## src/rtl/spss_pkg.sv

```systemverilog
// spss_pkg: shared constants for the stack power-state sequencer
// assumes a 100 MHz core clock and a 32-bit apb register bus
package spss_pkg;
   // register byte offsets
   localparam logic [7:0] ADDR_CTRL   = 8'h00; // device_control_reg
   localparam logic [7:0] ADDR_TEST   = 8'h04; // test_config_reg
   localparam logic [7:0] ADDR_CONFIG = 8'h08; // device_config_reg
   localparam logic [7:0] ADDR_STATUS = 8'h0C; // boot_in_progress etc
   localparam logic [7:0] ADDR_SYSFLT = 8'h10; // system_fault_reg
   localparam logic [7:0] ADDR_TIMEOUT = 8'h14; // comm_timeout_reg
   localparam logic [7:0] ADDR_STATE  = 8'h18; // state and address
   // field positions
   localparam int CTRL_POWER_DOWN_BIT      = 0;
   localparam int CTRL_SOFT_RST   = 1;
   localparam int TEST_CNT_INH    = 0;
   localparam int TEST_DIG_ARM    = 1;
   localparam int CFG_ADDR_SRC    = 0;
   localparam int CFG_REG_DIS     = 1;
   localparam int STS_BOOT        = 0;
   localparam int STS_UNRELIABLE  = 1;
   localparam int FLT_RESET       = 0;
   localparam int FLT_THERM_DIG   = 1;
   localparam int FLT_THERM_ANA   = 2;
   localparam int FLT_SAMPLE_OK   = 3;
   localparam logic [1:0] CFG_RESET = 2'h0;
   localparam logic [15:0] TIMEOUT_RESET = 16'hFFFF;
   // timing
   localparam int CLK_MHZ      = 100;
   localparam int NVM_WAIT_NS  = 10000;
   localparam int NVM_CYCLES   = (NVM_WAIT_NS * CLK_MHZ + 999) / 1000;
   localparam int TONE_NS      = 2000;
   localparam int TONE_CYCLES  = (TONE_NS * CLK_MHZ) / 1000;
   localparam int TICK_US      = 250; // timeout counter tick, 4 kHz
   localparam int TICK_CYCLES  = TICK_US * CLK_MHZ;
   // boot and power states, one-hot
   typedef enum logic [9:0] {
      ST_SHUTDOWN = 10'h001,
      ST_POR      = 10'h002,
      ST_NVM_WAIT = 10'h004,
      ST_LOAD     = 10'h008,
      ST_ADDR     = 10'h010,
      ST_TEMP     = 10'h020,
      ST_CLEAR    = 10'h040,
      ST_UART     = 10'h080,
      ST_TONE_END = 10'h100,
      ST_IDLE     = 10'h200
   } spss_state_t;
endpackage

```

## src/rtl/spss_tone_if.sv

```systemverilog
// spss_tone_if: start/busy handshake between sequencer and tone timer
// assumes both ends on the same core clock
`timescale 1ns/1ps
interface spss_tone_if;
   logic start;
   logic busy;
   modport ctrl (output start, input  busy);
   modport gen  (input  start, output busy);
endinterface

```

## src/rtl/spss_seq.sv

```systemverilog
// spss_seq: power-state and boot sequencer for one stacked monitor
// assumes pins are asynchronous levels, apb master on CLK, RST_B is
// the power-on reset of the core once the oscillator runs
// Summary of operation
// - wake pin or lower tone leaves shutdown
// - wake pin high cancels commanded power-down
// - power-down bit enters shutdown, wake low
// - silence timer expiry enters shutdown
// - armed digital supply drop enters shutdown
// - either thermal trip enters shutdown, own flag
// - io supply delay or 5v rail drop
// - regulator driving, main supply low too long
// - io supply drop enters shutdown
// - send upward wake tone on each wake
// - lower link only listens during shutdown
// - same boot sequence for every reset
// - oscillator starts after all supplies good
// - start tone then wait 10 us memory
// - load registers, defaults, copy to analog
// - address source zero samples gpio address
// - sample digital temperature, clear masked faults
// - wait analog fault clear or host abort
// - stack link monitored after tone ends
// - reset fault cleared, regulator off if disabled
// - cell faults read zero until sample-all
// - idle after boot, or shutdown
//
// The implementer's own choices: the placing of the registers and register access over APB.
`timescale 1ns/1ps
module spss_seq #(
   parameter int NVM_CYC  = spss_pkg::NVM_CYCLES,
   parameter int TICK_CYC = spss_pkg::TICK_CYCLES
) (
   // clock and reset
   input  wire logic        CLK,
   input  wire logic        RST_B,
   // apb slave
   input  wire logic        PSEL,
   input  wire logic        PENABLE,
   input  wire logic        PWRITE,
   input  wire logic [7:0]  PADDR,
   input  wire logic [31:0] PWDATA,
   output logic [31:0]      PRDATA,
   output logic             PREADY,
   output logic             PSLVERR,
   // asynchronous pins and analog status
   input  wire logic        WAKE_PIN,
   input  wire logic        LOWER_TONE,
   input  wire logic [4:0]  GPIO_ADDR,
   input  wire logic        MAIN_SUPPLY_OK,
   input  wire logic        DIGITAL_SUPPLY_OK,
   input  wire logic        IO_SUPPLY_OK,
   input  wire logic        IO_SUPPLY_TIMEOUT,
   input  wire logic        ALWAYS_ON_5V_OK,
   input  wire logic        MAIN_SUPPLY_TIMEOUT,
   input  wire logic        THERMAL_TRIP_DIG,
   input  wire logic        THERMAL_TRIP_ANA,
   input  wire logic        ANALOG_SUPPLY_FAULT,
   // link events from the frame logic (same clock)
   input  wire logic        VALID_FRAME,
   input  wire logic        SAMPLE_ALL_DONE,
   input  wire logic        TEMP_SAMPLE_DONE,
   // outputs
   output logic             UPPER_TONE_TX,
   output logic             LOWER_TX_EN,
   output logic             UART_MON_EN,
   output logic             STACK_MON_EN,
   output logic             ANALOG_FAULT_EN,
   output logic             REGULATOR_BASE_DRIVE,
   output logic             ANALOG_COPY,
   output logic             MASKED_FAULT_CLR,
   output logic             TEMP_SAMPLE_REQ,
   output logic             CELL_FAULT_VALID,
   output logic [4:0]       COMM_ADDR,
   output logic             POWER_OFF
);
   localparam int NS = 9;
   spss_tone_if tone_if ();
   logic [NS-1:0] sy;
   logic wake_s;
   logic tone_s;
   logic [4:0] gpio_s;
   logic supp_main;
   logic supp_io;

   spss_sync #(.W(NS)) u_sync (
      .CLK   (CLK),
      .RST_B (RST_B),
      .d     ({WAKE_PIN, LOWER_TONE, IO_SUPPLY_TIMEOUT, ALWAYS_ON_5V_OK,
               MAIN_SUPPLY_TIMEOUT, THERMAL_TRIP_DIG, THERMAL_TRIP_ANA,
               ANALOG_SUPPLY_FAULT, DIGITAL_SUPPLY_OK}),
      .q     (sy)
   );
   spss_sync #(.W(7)) u_sync2 (
      .CLK   (CLK),
      .RST_B (RST_B),
      .d     ({GPIO_ADDR, MAIN_SUPPLY_OK, IO_SUPPLY_OK}),
      .q     ({gpio_s, supp_main, supp_io})
   );
   spss_tone_gen u_tone (
      .CLK   (CLK),
      .RST_B (RST_B),
      .tone  (tone_if.gen)
   );

   assign wake_s = sy[8];
   assign tone_s = sy[7];

   typedef struct packed {
      spss_pkg::spss_state_t st;
      logic [15:0] wait_cnt;
      logic [15:0] tick_cnt;
      logic [15:0] silence;
      logic [15:0] timeout;
      logic [1:0]  cfg;
      logic        cnt_inh;
      logic        dig_arm;
      logic        dig_arm_rd;
      logic        boot;
      logic        reset_flt;
      logic        therm_dig;
      logic        therm_ana;
      logic        reg_off;
      logic        fault_en;
      logic        valid;
      logic        tone_go;
      logic        tone_d;
      logic        tx_en;
      logic [4:0]  addr;
      logic        pwroff;
      logic [31:0] prdata;
      logic        pready;
      logic        pslverr;
   } spss_seq_t;
   spss_seq_t r;
   spss_seq_t next_r;

   // apb word decode, shared by reads and writes
   function automatic logic is_reg(input logic [7:0] a,
                                   input logic [7:0] o);
      return a == o;
   endfunction

   logic acc;
   logic wr;
   logic shut_req;
   logic tick;
   assign acc  = PSEL && PENABLE && !r.pready;
   assign wr   = acc && PWRITE;
   assign tick = (r.tick_cnt == 16'h0000);

   // any shutdown cause; io supply drop enters shutdown like the rest
   always_comb begin
      shut_req = 1'b0;
      if (wr && is_reg(PADDR, spss_pkg::ADDR_CTRL) &&
          PWDATA[spss_pkg::CTRL_POWER_DOWN_BIT]) shut_req = 1'b1;
      if (r.silence == 16'h0000) shut_req = 1'b1;
      if (r.dig_arm && !sy[0]) shut_req = 1'b1;
      if (sy[3] || sy[2]) shut_req = 1'b1;
      if (sy[6] || !sy[5]) shut_req = 1'b1;
      if (REGULATOR_BASE_DRIVE && sy[4]) shut_req = 1'b1;
      if (!supp_io) shut_req = 1'b1;
   end

   // whole state in one update
   always_comb begin
      next_r = r;
      next_r.tone_go = 1'b0;
      next_r.tone_d  = tone_s; // edge detector, idle low like the pin
      next_r.pready  = acc;
      next_r.pslverr = 1'b0;
      next_r.tick_cnt = tick ? 16'(TICK_CYC - 1) : r.tick_cnt - 16'h0001;
      // silence timer: valid frames reload unless inhibited
      if (VALID_FRAME && !r.cnt_inh) next_r.silence = r.timeout;
      else if (tick && r.silence != 16'h0000)
         next_r.silence = r.silence - 16'h0001;
      // thermal flags sticky, set wins over clear
      if (sy[3]) next_r.therm_dig = 1'b1;
      if (sy[2]) next_r.therm_ana = 1'b1;
      if (SAMPLE_ALL_DONE) next_r.valid = 1'b1;
      if (r.wait_cnt != 16'h0000) next_r.wait_cnt = r.wait_cnt - 16'h0001;
      // register writes
      if (wr) begin
         if (is_reg(PADDR, spss_pkg::ADDR_TEST)) begin
            next_r.cnt_inh = PWDATA[spss_pkg::TEST_CNT_INH];
            next_r.dig_arm_rd = PWDATA[spss_pkg::TEST_DIG_ARM];
            if (PWDATA[spss_pkg::TEST_DIG_ARM]) next_r.dig_arm = 1'b1;
         end else if (is_reg(PADDR, spss_pkg::ADDR_CONFIG)) begin
            next_r.cfg = PWDATA[1:0];
         end else if (is_reg(PADDR, spss_pkg::ADDR_TIMEOUT)) begin
            next_r.timeout = PWDATA[15:0];
            next_r.silence = PWDATA[15:0];
         end else if (is_reg(PADDR, spss_pkg::ADDR_STATUS)) begin
            if (PWDATA[spss_pkg::STS_BOOT] && r.boot)
               next_r.fault_en = 1'b1;
            if (PWDATA[spss_pkg::STS_BOOT]) next_r.boot = 1'b0;
         end else if (is_reg(PADDR, spss_pkg::ADDR_SYSFLT)) begin
            if (PWDATA[spss_pkg::FLT_RESET]) next_r.reset_flt = 1'b0;
            if (PWDATA[spss_pkg::FLT_THERM_DIG] && !sy[3])
               next_r.therm_dig = 1'b0;
            if (PWDATA[spss_pkg::FLT_THERM_ANA] && !sy[2])
               next_r.therm_ana = 1'b0;
         end else if (!is_reg(PADDR, spss_pkg::ADDR_CTRL)) begin
            next_r.pslverr = 1'b1;
         end
      end
      // analog supply fault gone ends the parallel wait
      if (r.boot && !sy[1] && r.st == spss_pkg::ST_TONE_END ||
          r.boot && !sy[1] && r.st == spss_pkg::ST_IDLE) begin
         next_r.fault_en = 1'b1;
         next_r.boot     = 1'b0;
      end
      // external regulator turns off after reset fault is cleared
      if (!r.reset_flt && r.cfg[spss_pkg::CFG_REG_DIS])
         next_r.reg_off = 1'b1;
      // soft reset or a fresh tone from below while awake restarts boot, unless the case or shutdown entry below also sets the state;
      // only the rising edge counts, else the tone that woke us loops
      if (r.st != spss_pkg::ST_SHUTDOWN &&
          (tone_s && !r.tone_d ||
           wr && is_reg(PADDR, spss_pkg::ADDR_CTRL) &&
           PWDATA[spss_pkg::CTRL_SOFT_RST]))
         next_r.st = spss_pkg::ST_POR;
      case (r.st)
         spss_pkg::ST_SHUTDOWN: begin
            next_r.pwroff = 1'b1;
            if (wake_s || tone_s) begin
               next_r.st = spss_pkg::ST_POR;
               next_r.pwroff = 1'b0;
            end
         end
         spss_pkg::ST_POR: begin
            // core supplies must be good before the oscillator runs
            if (supp_main && sy[0] && supp_io && !shut_req) begin
               next_r.tone_go  = 1'b1;
               next_r.wait_cnt = 16'(NVM_CYC - 1);
               next_r.boot     = 1'b1;
               next_r.fault_en = 1'b0;
               next_r.valid    = 1'b0;
               next_r.reset_flt = 1'b1;
               next_r.reg_off  = 1'b0;
               next_r.st = spss_pkg::ST_NVM_WAIT;
            end
         end
         spss_pkg::ST_NVM_WAIT:
            if (r.wait_cnt == 16'h0000) next_r.st = spss_pkg::ST_LOAD;
         spss_pkg::ST_LOAD: begin
            // unstored fields take defaults
            next_r.cfg     = spss_pkg::CFG_RESET;
            next_r.timeout = spss_pkg::TIMEOUT_RESET;
            next_r.silence = spss_pkg::TIMEOUT_RESET;
            next_r.st = spss_pkg::ST_ADDR;
         end
         spss_pkg::ST_ADDR: begin
            if (!r.cfg[spss_pkg::CFG_ADDR_SRC]) next_r.addr = gpio_s;
            next_r.st = spss_pkg::ST_TEMP;
         end
         spss_pkg::ST_TEMP:
            if (TEMP_SAMPLE_DONE) next_r.st = spss_pkg::ST_CLEAR;
         spss_pkg::ST_CLEAR: next_r.st = spss_pkg::ST_UART;
         spss_pkg::ST_UART: next_r.st = spss_pkg::ST_TONE_END;
         spss_pkg::ST_TONE_END:
            if (!tone_if.busy && !r.tone_go)
               next_r.st = spss_pkg::ST_IDLE;
         spss_pkg::ST_IDLE: ;
         default: next_r.st = spss_pkg::ST_SHUTDOWN;
      endcase
      // shutdown entry; wake pin high bounces back to boot
      // not from POR: the supply flops read zero until the synchroniser
      // fills, and POR itself waits for good supplies
      if (shut_req && r.st != spss_pkg::ST_SHUTDOWN &&
          r.st != spss_pkg::ST_POR) begin
         next_r.dig_arm    = 1'b0;
         next_r.dig_arm_rd = 1'b0;
         next_r.st = wake_s ? spss_pkg::ST_POR : spss_pkg::ST_SHUTDOWN;
      end
      // lower link drive follows the state being entered, from a flop
      next_r.tx_en = next_r.st != spss_pkg::ST_SHUTDOWN;
      // read mux
      next_r.prdata = 32'h0000_0000;
      if (acc && !PWRITE) begin
         if (is_reg(PADDR, spss_pkg::ADDR_TEST))
            next_r.prdata = {30'h0, r.dig_arm_rd, r.cnt_inh};
         else if (is_reg(PADDR, spss_pkg::ADDR_CONFIG))
            next_r.prdata = {30'h0, r.cfg};
         else if (is_reg(PADDR, spss_pkg::ADDR_STATUS))
            next_r.prdata = {30'h0, r.boot, r.boot};
         else if (is_reg(PADDR, spss_pkg::ADDR_SYSFLT))
            next_r.prdata = {28'h0, r.valid, r.therm_ana, r.therm_dig,
                             r.reset_flt};
         else if (is_reg(PADDR, spss_pkg::ADDR_TIMEOUT))
            next_r.prdata = {16'h0, r.timeout};
         else if (is_reg(PADDR, spss_pkg::ADDR_STATE))
            next_r.prdata = {17'h0, r.addr, r.st};
         else if (!is_reg(PADDR, spss_pkg::ADDR_CTRL))
            next_r.pslverr = 1'b1;
      end
   end

   always_ff @(posedge CLK or negedge RST_B) begin
      if (!RST_B) begin
         r <= '0;
         r.st      <= spss_pkg::ST_POR;
         r.timeout <= spss_pkg::TIMEOUT_RESET;
         r.silence <= spss_pkg::TIMEOUT_RESET;
      end else begin
         r <= next_r;
      end
   end

   assign tone_if.start = r.tone_go;

   // outputs, flops or decodes of the state and flag flops; the tone is the timer flop
   assign PRDATA  = r.prdata;
   assign PREADY  = r.pready;
   assign PSLVERR = r.pslverr;
   assign UPPER_TONE_TX = tone_if.busy;
   assign LOWER_TX_EN   = r.tx_en;
   assign UART_MON_EN   = r.st == spss_pkg::ST_UART ||
                          r.st == spss_pkg::ST_TONE_END ||
                          r.st == spss_pkg::ST_IDLE;
   assign STACK_MON_EN  = r.st == spss_pkg::ST_IDLE;
   assign ANALOG_FAULT_EN = r.fault_en;
   assign REGULATOR_BASE_DRIVE = !r.pwroff && !r.reg_off;
   assign ANALOG_COPY   = r.st == spss_pkg::ST_ADDR;
   assign MASKED_FAULT_CLR = r.st == spss_pkg::ST_CLEAR;
   assign TEMP_SAMPLE_REQ  = r.st == spss_pkg::ST_TEMP;
   assign CELL_FAULT_VALID = r.valid;
   assign COMM_ADDR = r.addr;
   assign POWER_OFF = r.pwroff;

   // checks
   chk_tone_on_boot: assert property (@(posedge CLK) disable iff (!RST_B)
      r.tone_go |=> tone_if.busy) else $error("tone not started");
   chk_stack_after: assert property (@(posedge CLK) disable iff (!RST_B)
      STACK_MON_EN |-> !tone_if.busy) else $error("stack mon early");
   chk_quiet_sleep: assert property (@(posedge CLK) disable iff (!RST_B)
      r.st == spss_pkg::ST_SHUTDOWN |-> !LOWER_TX_EN)
      else $error("tx in shutdown");
   chk_wake_exit: assert property (@(posedge CLK) disable iff (!RST_B)
      r.st == spss_pkg::ST_SHUTDOWN && (wake_s || tone_s)
      |=> r.st == spss_pkg::ST_POR) else $error("no wake");
   chk_pin_bounce: assert property (@(posedge CLK) disable iff (!RST_B)
      shut_req && wake_s && r.st != spss_pkg::ST_SHUTDOWN
      |=> r.st == spss_pkg::ST_POR) else $error("stayed asleep");
   chk_therm_flag: assert property (@(posedge CLK) disable iff (!RST_B)
      sy[3] |=> r.therm_dig) else $error("thermal flag lost");
   chk_nvm_wait: assert property (@(posedge CLK) disable iff (!RST_B)
      $rose(r.st == spss_pkg::ST_NVM_WAIT) |-> r.wait_cnt ==
      16'(NVM_CYC - 1)) else $error("bad memory wait");
   chk_valid_clr: assert property (@(posedge CLK) disable iff (!RST_B)
      r.st == spss_pkg::ST_NVM_WAIT && $past(r.st) == spss_pkg::ST_POR
      |-> !CELL_FAULT_VALID) else $error("faults valid after reset");
   cov_wake: cover property (@(posedge CLK) disable iff (!RST_B)
      r.st == spss_pkg::ST_SHUTDOWN ##1 r.st == spss_pkg::ST_POR);
   cov_idle: cover property (@(posedge CLK) disable iff (!RST_B)
      r.st == spss_pkg::ST_TONE_END ##1 r.st == spss_pkg::ST_IDLE);
   cov_abort: cover property (@(posedge CLK) disable iff (!RST_B)
      r.boot ##1 !r.boot && r.fault_en);
endmodule // spss_seq

```

## src/rtl/spss_tone_gen.sv

```systemverilog
// spss_tone_gen: times the upward wake tone burst
// assumes start is a one-cycle pulse from the sequencer
`timescale 1ns/1ps
module spss_tone_gen #(
   parameter int LEN = spss_pkg::TONE_CYCLES
) (
   // clock and reset
   input  wire logic CLK,
   input  wire logic RST_B,
   // handshake
   spss_tone_if.gen  tone
);
   typedef struct packed {
      logic [15:0] cnt;
      logic        busy;
   } spss_tone_t;
   spss_tone_t r;
   spss_tone_t next_r;

   // restart on every start so back to back wakes lengthen the tone
   always_comb begin
      next_r = r;
      if (tone.start) begin
         next_r.busy = 1'b1;
         next_r.cnt  = 16'(LEN - 1);
      end else if (r.busy) begin
         if (r.cnt == 16'h0000) next_r.busy = 1'b0;
         else next_r.cnt = r.cnt - 16'h0001;
      end
   end

   always_ff @(posedge CLK or negedge RST_B) begin
      if (!RST_B) r <= '0;
      else r <= next_r;
   end
   assign tone.busy = r.busy;
endmodule // spss_tone_gen

```

## src/rtl/spss_sync.sv

```systemverilog
// spss_sync: two-flop synchroniser bank for asynchronous pins
// assumes inputs are quasi-static levels
`timescale 1ns/1ps
module spss_sync #(
   parameter int W = 8
) (
   // clock and reset
   input  wire logic         CLK,
   input  wire logic         RST_B,
   // levels
   input  wire logic [W-1:0] d,
   output logic [W-1:0]      q
);
   typedef struct packed {
      logic [W-1:0] s1;
      logic [W-1:0] s2;
   } spss_sync_t;
   spss_sync_t r;
   spss_sync_t next_r;

   // first stage feeds only the second stage
   always_comb begin
      next_r.s1 = d;
      next_r.s2 = r.s1;
   end

   always_ff @(posedge CLK or negedge RST_B) begin
      if (!RST_B) r <= '0;
      else r <= next_r;
   end
   assign q = r.s2;
endmodule // spss_sync

```

## config.mk

```make
export PLATFORM = sky130hd
export DESIGN_NAME = spss_seq
export DESIGN_NICKNAME = d
export VERILOG_FILES = /design/src/rtl/spss_pkg.sv /design/src/rtl/spss_tone_if.sv /design/src/rtl/spss_seq.sv /design/src/rtl/spss_tone_gen.sv /design/src/rtl/spss_sync.sv
export SDC_FILE = /design/constraint.sdc
export NUM_CORES = 1
export LEC_CHECK = 0
export ABC_AREA = 1
export BUFFER_PORTS_ARGS = -buffer_cell sky130_fd_sc_hd__clkbuf_2
export CAP_MARGIN = 20
export CORE_MARGIN = 3
export CORE_UTILIZATION = 50
export CTS_CLUSTER_DIAMETER = 80
export DETAILED_ROUTE_END_ITERATION = 6
export GPL_TIMING_DRIVEN = 0
export MAX_ROUTING_LAYER = met4
export PLACE_DENSITY = 0.73
export SLEW_MARGIN = 10
export SYNTH_ARGS = -nofsm -noshare
export SYNTH_HDL_FRONTEND = slang
export SYNTH_HIERARCHICAL = 1
export SYNTH_SLANG_ARGS = --single-unit
```

## constraint.sdc

```tcl
create_clock -name CLK -period 1.9 [get_ports CLK]
set_input_delay 0.38 -clock CLK [delete_from_list [all_inputs] [get_ports CLK]]
set_output_delay 0.38 -clock CLK [all_outputs]
set_load 0.05 [all_outputs]
```

### After elaboration in Yosys (flattened, before gate mapping)

Index checks and enable logic that the tools add are counted.

* register bits: 178
* output and inout port bits: 50
* word-level logic and storage cells: 210

* add/subtract/negate cells: 4
* eq/ne operators: 22
* mux-type cells: 83
* bitwise logic cells: 1
* reduce and logical (&&, ||, !) cells: 70

Operators with widths (count)
* 16-bit two-way mux: 12
* 10-bit case mux with 10 select lines: 1
* 34-bit two-way mux: 2
* 16-bit logical NOT: 4
* 32-bit two-way mux: 2
* 16-bit by 1-bit subtractor with 16-bit output (second input constant): 4
* 10-bit two-way mux: 6
* 1-bit two-way mux: 42
* 41-bit two-way mux: 1
* 17-bit two-way mux: 2
* 16-bit nonzero test: 2
* 1-bit logical AND: 27
* 26-bit two-way mux: 1
* 8-bit by 5-bit equality test with 1-bit output (second input constant): 3
* 4-bit two-way mux: 5
* 10-bit by 1-bit inequality test with 1-bit output (second input constant): 2
* 8-bit by 4-bit equality test with 1-bit output (second input constant): 2
* 1-bit logical NOT: 15
* 15-bit two-way mux: 1
* 2-bit nonzero test: 7
* 10-bit by 1-bit equality test with 1-bit output (second input constant): 1
* 10-bit equality test (second input constant): 1
* 10-bit by 2-bit equality test with 1-bit output (second input constant): 1
* 10-bit by 3-bit equality test with 1-bit output (second input constant): 1
* 18 further kinds: 35

### Logic depth before layout (Yosys ltp)

* depth in word-level cells: 18
* depth in mapped cells: 15
* mapped depth without buffers: 15

### Cells and area by module

The synthesis kept the hierarchy.

By module, submodules not included
* spss_seq: instances 1, cells an instance 815, area each 6424.9 um^2
* spss_tone_gen: instances 1, cells an instance 148, area each 1046.0 um^2
* spss_sync (u_sync): instances 1, cells an instance 18, area each 450.4 um^2
* spss_sync (u_sync2): instances 1, cells an instance 14, area each 350.3 um^2

### Least setup slack after synthesis

Ideal clock, no wire load.

* kind: register to register
* from: register r[119] (netlist name)
* to: register r[125] (netlist name)
* data arrival time: 2107 ps
* required time: 1819 ps
* setup slack: -288 ps
* stages on the path, launching flop included: 10
* buffers on the path: 0
* period minus slack after synthesis: 2188 ps
* path through: dfrtp_1 > nor2_2 > nand2_2 > nor2_1 > inv_1 > nand3_1 > nor2_1 > nand4_1 > nand2_2 > nor3_2

RTL lines
* from (decl): line spss_seq.sv:135 `spss_seq_t r;`
* from (signal assigned): line spss_seq.sv:306 `r <= next_r;`

### Worst setup path in the final report

* from: register r[126] (netlist name)
* to: output TEMP_SAMPLE_REQ

* longest elaborated chain between the ends: 1

RTL lines
* 10-bit by 6-bit equality test with 1-bit output: line spss_seq.sv:326 `assign TEMP_SAMPLE_REQ = r.st == spss_pkg::ST_TEMP;`
* to (decl): line spss_seq.sv:72 `output logic TEMP_SAMPLE_REQ,`

No other way between the ends.

==> metrics.md <==
| Metric | Value |
|---|---|
| Max cap viols | `0` |
| Critical Path RT | `1.52 ns` |
| Top Ports | `114` |
| Hold Crit Start | `WAKE_PIN` |
| Die area | `0.01812 mm2` |
| Most common cell type on the critical path | `nor2_4` |
| Reg-to-Reg End | `COMM_ADDR[3]` |
| Final period util | `1.093` |
| Post-Syn Area per Cell | `8.313 um2` |
| Post-synthesis compound-gate area fraction | `0.08667` |
| Number of global-route vias before repair | `7064` |
| GPL Wtd Cong | `0.9411` |
| Final hold vios | `0` |
| Post-Place Cells | `1308` |
| Drt first pass iters | `7` |
| Total grt overflow | `0` |
| Fillers | `1215` |
| Synth Area in XOR/XNOR | `0.03071` |
| First-pass GRT wire length | `34580 um` |
| Cts bufs inserted | `17` |
| Die Y | `134.6 um` |
| Final setup vio count | `14` |
| Slew @ Worst Pin | `0.5435 ns` |
| Worst EP arrival | `1.70 ns` |
| Synth async-reset ratio | `1.000` |
| Total power | `9.985 mW` |
| Post-Syn Instances | `995` |
| Initial antenna violation count | `0` |
| Post-synthesis simple-gate area fraction | `0.2727` |
| Area of the core | `0.01606 mm2` |
| Share of post-route cells with drive strength above 1 | `0.3370` |
| Largest family of logic cells by synthesized area | `simple AND/OR/NAND/NOR gates` |
| Num rows | `46` |
| Initial Util | `0.5151` |
| Root buf cell | `clkbuf_16` |
| Top delay family on crit path | `simple AND/OR/NAND/NOR gates` |
| Clock sinks | `162` |
| Pwr dens | `918.8 mW/mm2` |
| Post-DP HPWL | `14360 um` |
| Nature of the critical path endpoint | `output pin` |
| Final Skew | `0.01164 ns` |
| FF-to-FF setup slack | `-0.14 ns` |
| Port Buffers | `81` |
| Outcome | `complete, but fails checks` |
| Fmax | `481.7 MHz` |
| Most common cell after layout, fill and taps aside | `nand2_1` |
| Slowest-stage cell, CP | `dfrtp_2` |
| Vias/cell | `5.298` |
| Number of synthesized flops with an enable pin | `0` |
| Mux share of post-synthesis cell area | `0.009076` |
| Sequential share of the synthesized area | `0.4951` |
| Remaining DRCs | `0` |
| Worst path buffer plus inverter count | `2` |
| Worst hold path depth | `1` |
| Critical Path Start Type | `register` |
| Multi-input logic area | `0.003918 mm2` |
| Unique masters post-synth | `51` |
| Drt total wl | `22730 um` |
| Violated checks | `setup timing` |
| Finished Layout Cells | `1409` |
| Register area | `0.004106 mm2` |
| Seq cells post-synth | `162` |
| Post-synthesis adder-cell area fraction | `0.007563` |
| Most frequent cells in the layout | `nand2_1 (188), dfrtp_1 (120), nor2_1 (114), inv_1 (94), buf_4 (91)` |
| CTS tree | `yes` |
| Vias | `7465` |
| DP Area | `0.009055 mm2` |
| GRT Util Overall | `0.2474` |
| Leak | `5.155 nW` |
| Worst-Skew Late Latency | `0.44 ns` |
| Worst VDD drop | `0.001044 V` |
| Min Clock Period, post-route | `2.076 ns` |
| Setup Crit Path Kind | `reg2out` |
| CP cell instances | `nor2_4 > buf_4 > nand3_1 > nor2_4 > clkbuf_8` |
| H-tree depth reported by CTS | `4` |
| WHS Endpoint | `u_sync/next_r[8]` |
| Syn. warnings | `6` |
| Max_slew headroom | `0.6331` |
| Drt initial violations | `668` |
| Longest Clk Path Bufs | `2` |
| Final net count | `1249` |
| Post-route setup slack | `-0.1758 ns` |
| Largest net degree at the start of global routing | `106` |
| CP max stage delay | `0.43 ns` |
| Post-route cell area | `0.01087 mm2` |
| Reg clk slew, reported paths | `0.07 ns` |
| Cells on worst reg2reg path | `9` |
| Synth Cell Area | `0.008272 mm2` |
| Routed length per instance | `16.13 um` |
| ANT cells | `0` |
| Critical Path Fanout Max | `4` |
| Reg2reg start | `r[126]` |
| Unrepaired setup endpoints after global routing | `yes` |
| Tightest Hold Check Type | `in2reg` |
| Area delta synth->final | `31.39%` |
| Top FF cell, synth | `dfrtp_1` |
| Antenna-violating nets left | `0` |
| Pins over their slew limit | `0` |
| Die Wd | `134.6 um` |
[worst max-delay path by stage]
stage	cells past startpoint	end	startpoint	slack, ns
floorplan	7	COMM_ADDR[0]	r[122]	-0.10
global placement	1	r[114]	RST_B	-2.38
detailed placement	9	r[117]	r[71]	-0.53
CTS	6	UART_MON_EN	r[125]	-0.13
global route	6	UART_MON_EN	r[121]	-0.23
finish	5	TEMP_SAMPLE_REQ	r[126]	-0.18
[through the flow]
stage / utilization / setup TNS, ns / hold WS, ns / setup slack [ns]
6_report: 0.6768 / -1.586 / 0.04454 / -0.1758
2_1_floorplan: - / -0.5022 / 0.08441 / -0.1004
4_1_cts: 0.6371 / -0.4762 / 0.03259 / -0.1336
3_3_place_gp: 0.5616 / -366.30 / 0.3311 / -2.380
5_1_grt: 0.6768 / -3.082 / 0.03291 / -0.2317
3_5_place_dp: 0.5639 / -19.76 / 0.3347 / -0.5275
[timing repair]
item	in CTS	in global routing
resized for setup	78	124
hold buffers	1	0
endpoints found under the setup margin	71	65
setup buffers	37	30
endpoints found under the hold margin	48	0
gates cloned	0	2
pin swaps	21	26
[area by class of cell]
| type | count | area share |
|---|---|---|
| timing repair buffer | 152 | 0.1030 |
| clock inverter | 12 | 0.01335 |
| sequential | 162 | 0.3779 |
| multi-input combinational | 677 | 0.3605 |
| tap | 216 | 0.02487 |
| clock buffer | 20 | 0.04202 |
| inverter | 119 | 0.04329 |
| buffer | 51 | 0.03511 |
[worst reg2reg max path, cell delays in order (launching register included)]
cell and delay, ns:
dfrtp_2 0.43, nor2_4 0.21, buf_6 0.13, nand3_4 0.06, nor3_4 0.24, buf_4 0.16
inv_4 0.04, or2_1 0.23, buf_6 0.15, mux2_4 0.29
[cell usage after synthesis, types with 3 or more instances]
| master | instances | area [um2] |
|---|---|---|
| xor2_1 | 20 | 175.2 |
| nand4_1 | 13 | 81.33 |
| a21oi_1 | 39 | 195.2 |
| o21ai_1 | 4 | 20.02 |
| o211ai_1 | 9 | 67.56 |
| inv_2 | 5 | 18.77 |
| inv_1 | 112 | 420.4 |
| or2_1 | 3 | 18.77 |
| nor2_1 | 139 | 521.8 |
| nor2_2 | 8 | 50.05 |
| nor3_1 | 24 | 120.1 |
| buf_2 | 5 | 25.02 |
| dfrtp_1 | 129 | 3228 |
| nor4_1 | 3 | 18.77 |
| xnor2_1 | 9 | 78.83 |
| buf_4 | 38 | 285.3 |
| nand2_1 | 204 | 765.7 |
| nand3b_1 | 3 | 22.52 |
| mux2_4 | 5 | 75.07 |
| o21ai_0 | 62 | 310.3 |
| nor2_4 | 9 | 101.4 |
| ha_1 | 5 | 62.56 |
| nand3_2 | 3 | 30.03 |
| nand3_1 | 65 | 325.3 |
| dfstp_2 | 33 | 867.1 |
| nand2_2 | 5 | 31.28 |
| clkbuf_1 | 7 | 26.28 |
[registers in the layout (all words and copies together), names as in the netlist]
| register | flops |
|---|---|
| r | 85 |
| PRDATA | 16 |
| u_tone/r | 16 |
| u_sync/next_r | 9 |
| u_sync/q | 9 |
| u_sync2/next_r | 7 |
| u_sync2/q | 7 |
| COMM_ADDR | 5 |
| ANALOG_FAULT_EN | 1 |
| CELL_FAULT_VALID | 1 |
| LOWER_TX_EN | 1 |
| POWER_OFF | 1 |
| PREADY | 1 |
| PSLVERR | 1 |
| tone_if.start | 1 |
| u_tone/tone.busy | 1 |
[report_power, final]
group          leakage (nW)  internal (mW)  total, mW  switching (mW)
sequential             1.92           3.77       4.02           0.253
combinational          2.94          0.813       2.43            1.62
clock                 0.294           2.04       3.53            1.49
[logic make-up (layout without fill, tap and decap cells)]
group           after synthesis  count (layout)
simple gates                493             493
buf+inv                     171             354
flops                       162             162
compound gates              129             129
xor+xnor                     29              29
fa+ha+maj                     5               5
mux                           5               5
other cells                   1              16
[routing by layer]
metal / up-vias / GRT usage / share of wire
li1: 3540 / - / -
met5: - / - / 0
met1: 3553 / 0.3155 / 0.41
met2: 294 / 0.3974 / 0.50
met4: 0 / 0.09502 / 0.032
met3: 78 / 0.04359 / 0.054
Note: power is estimated with default switching activity, not from simulation.
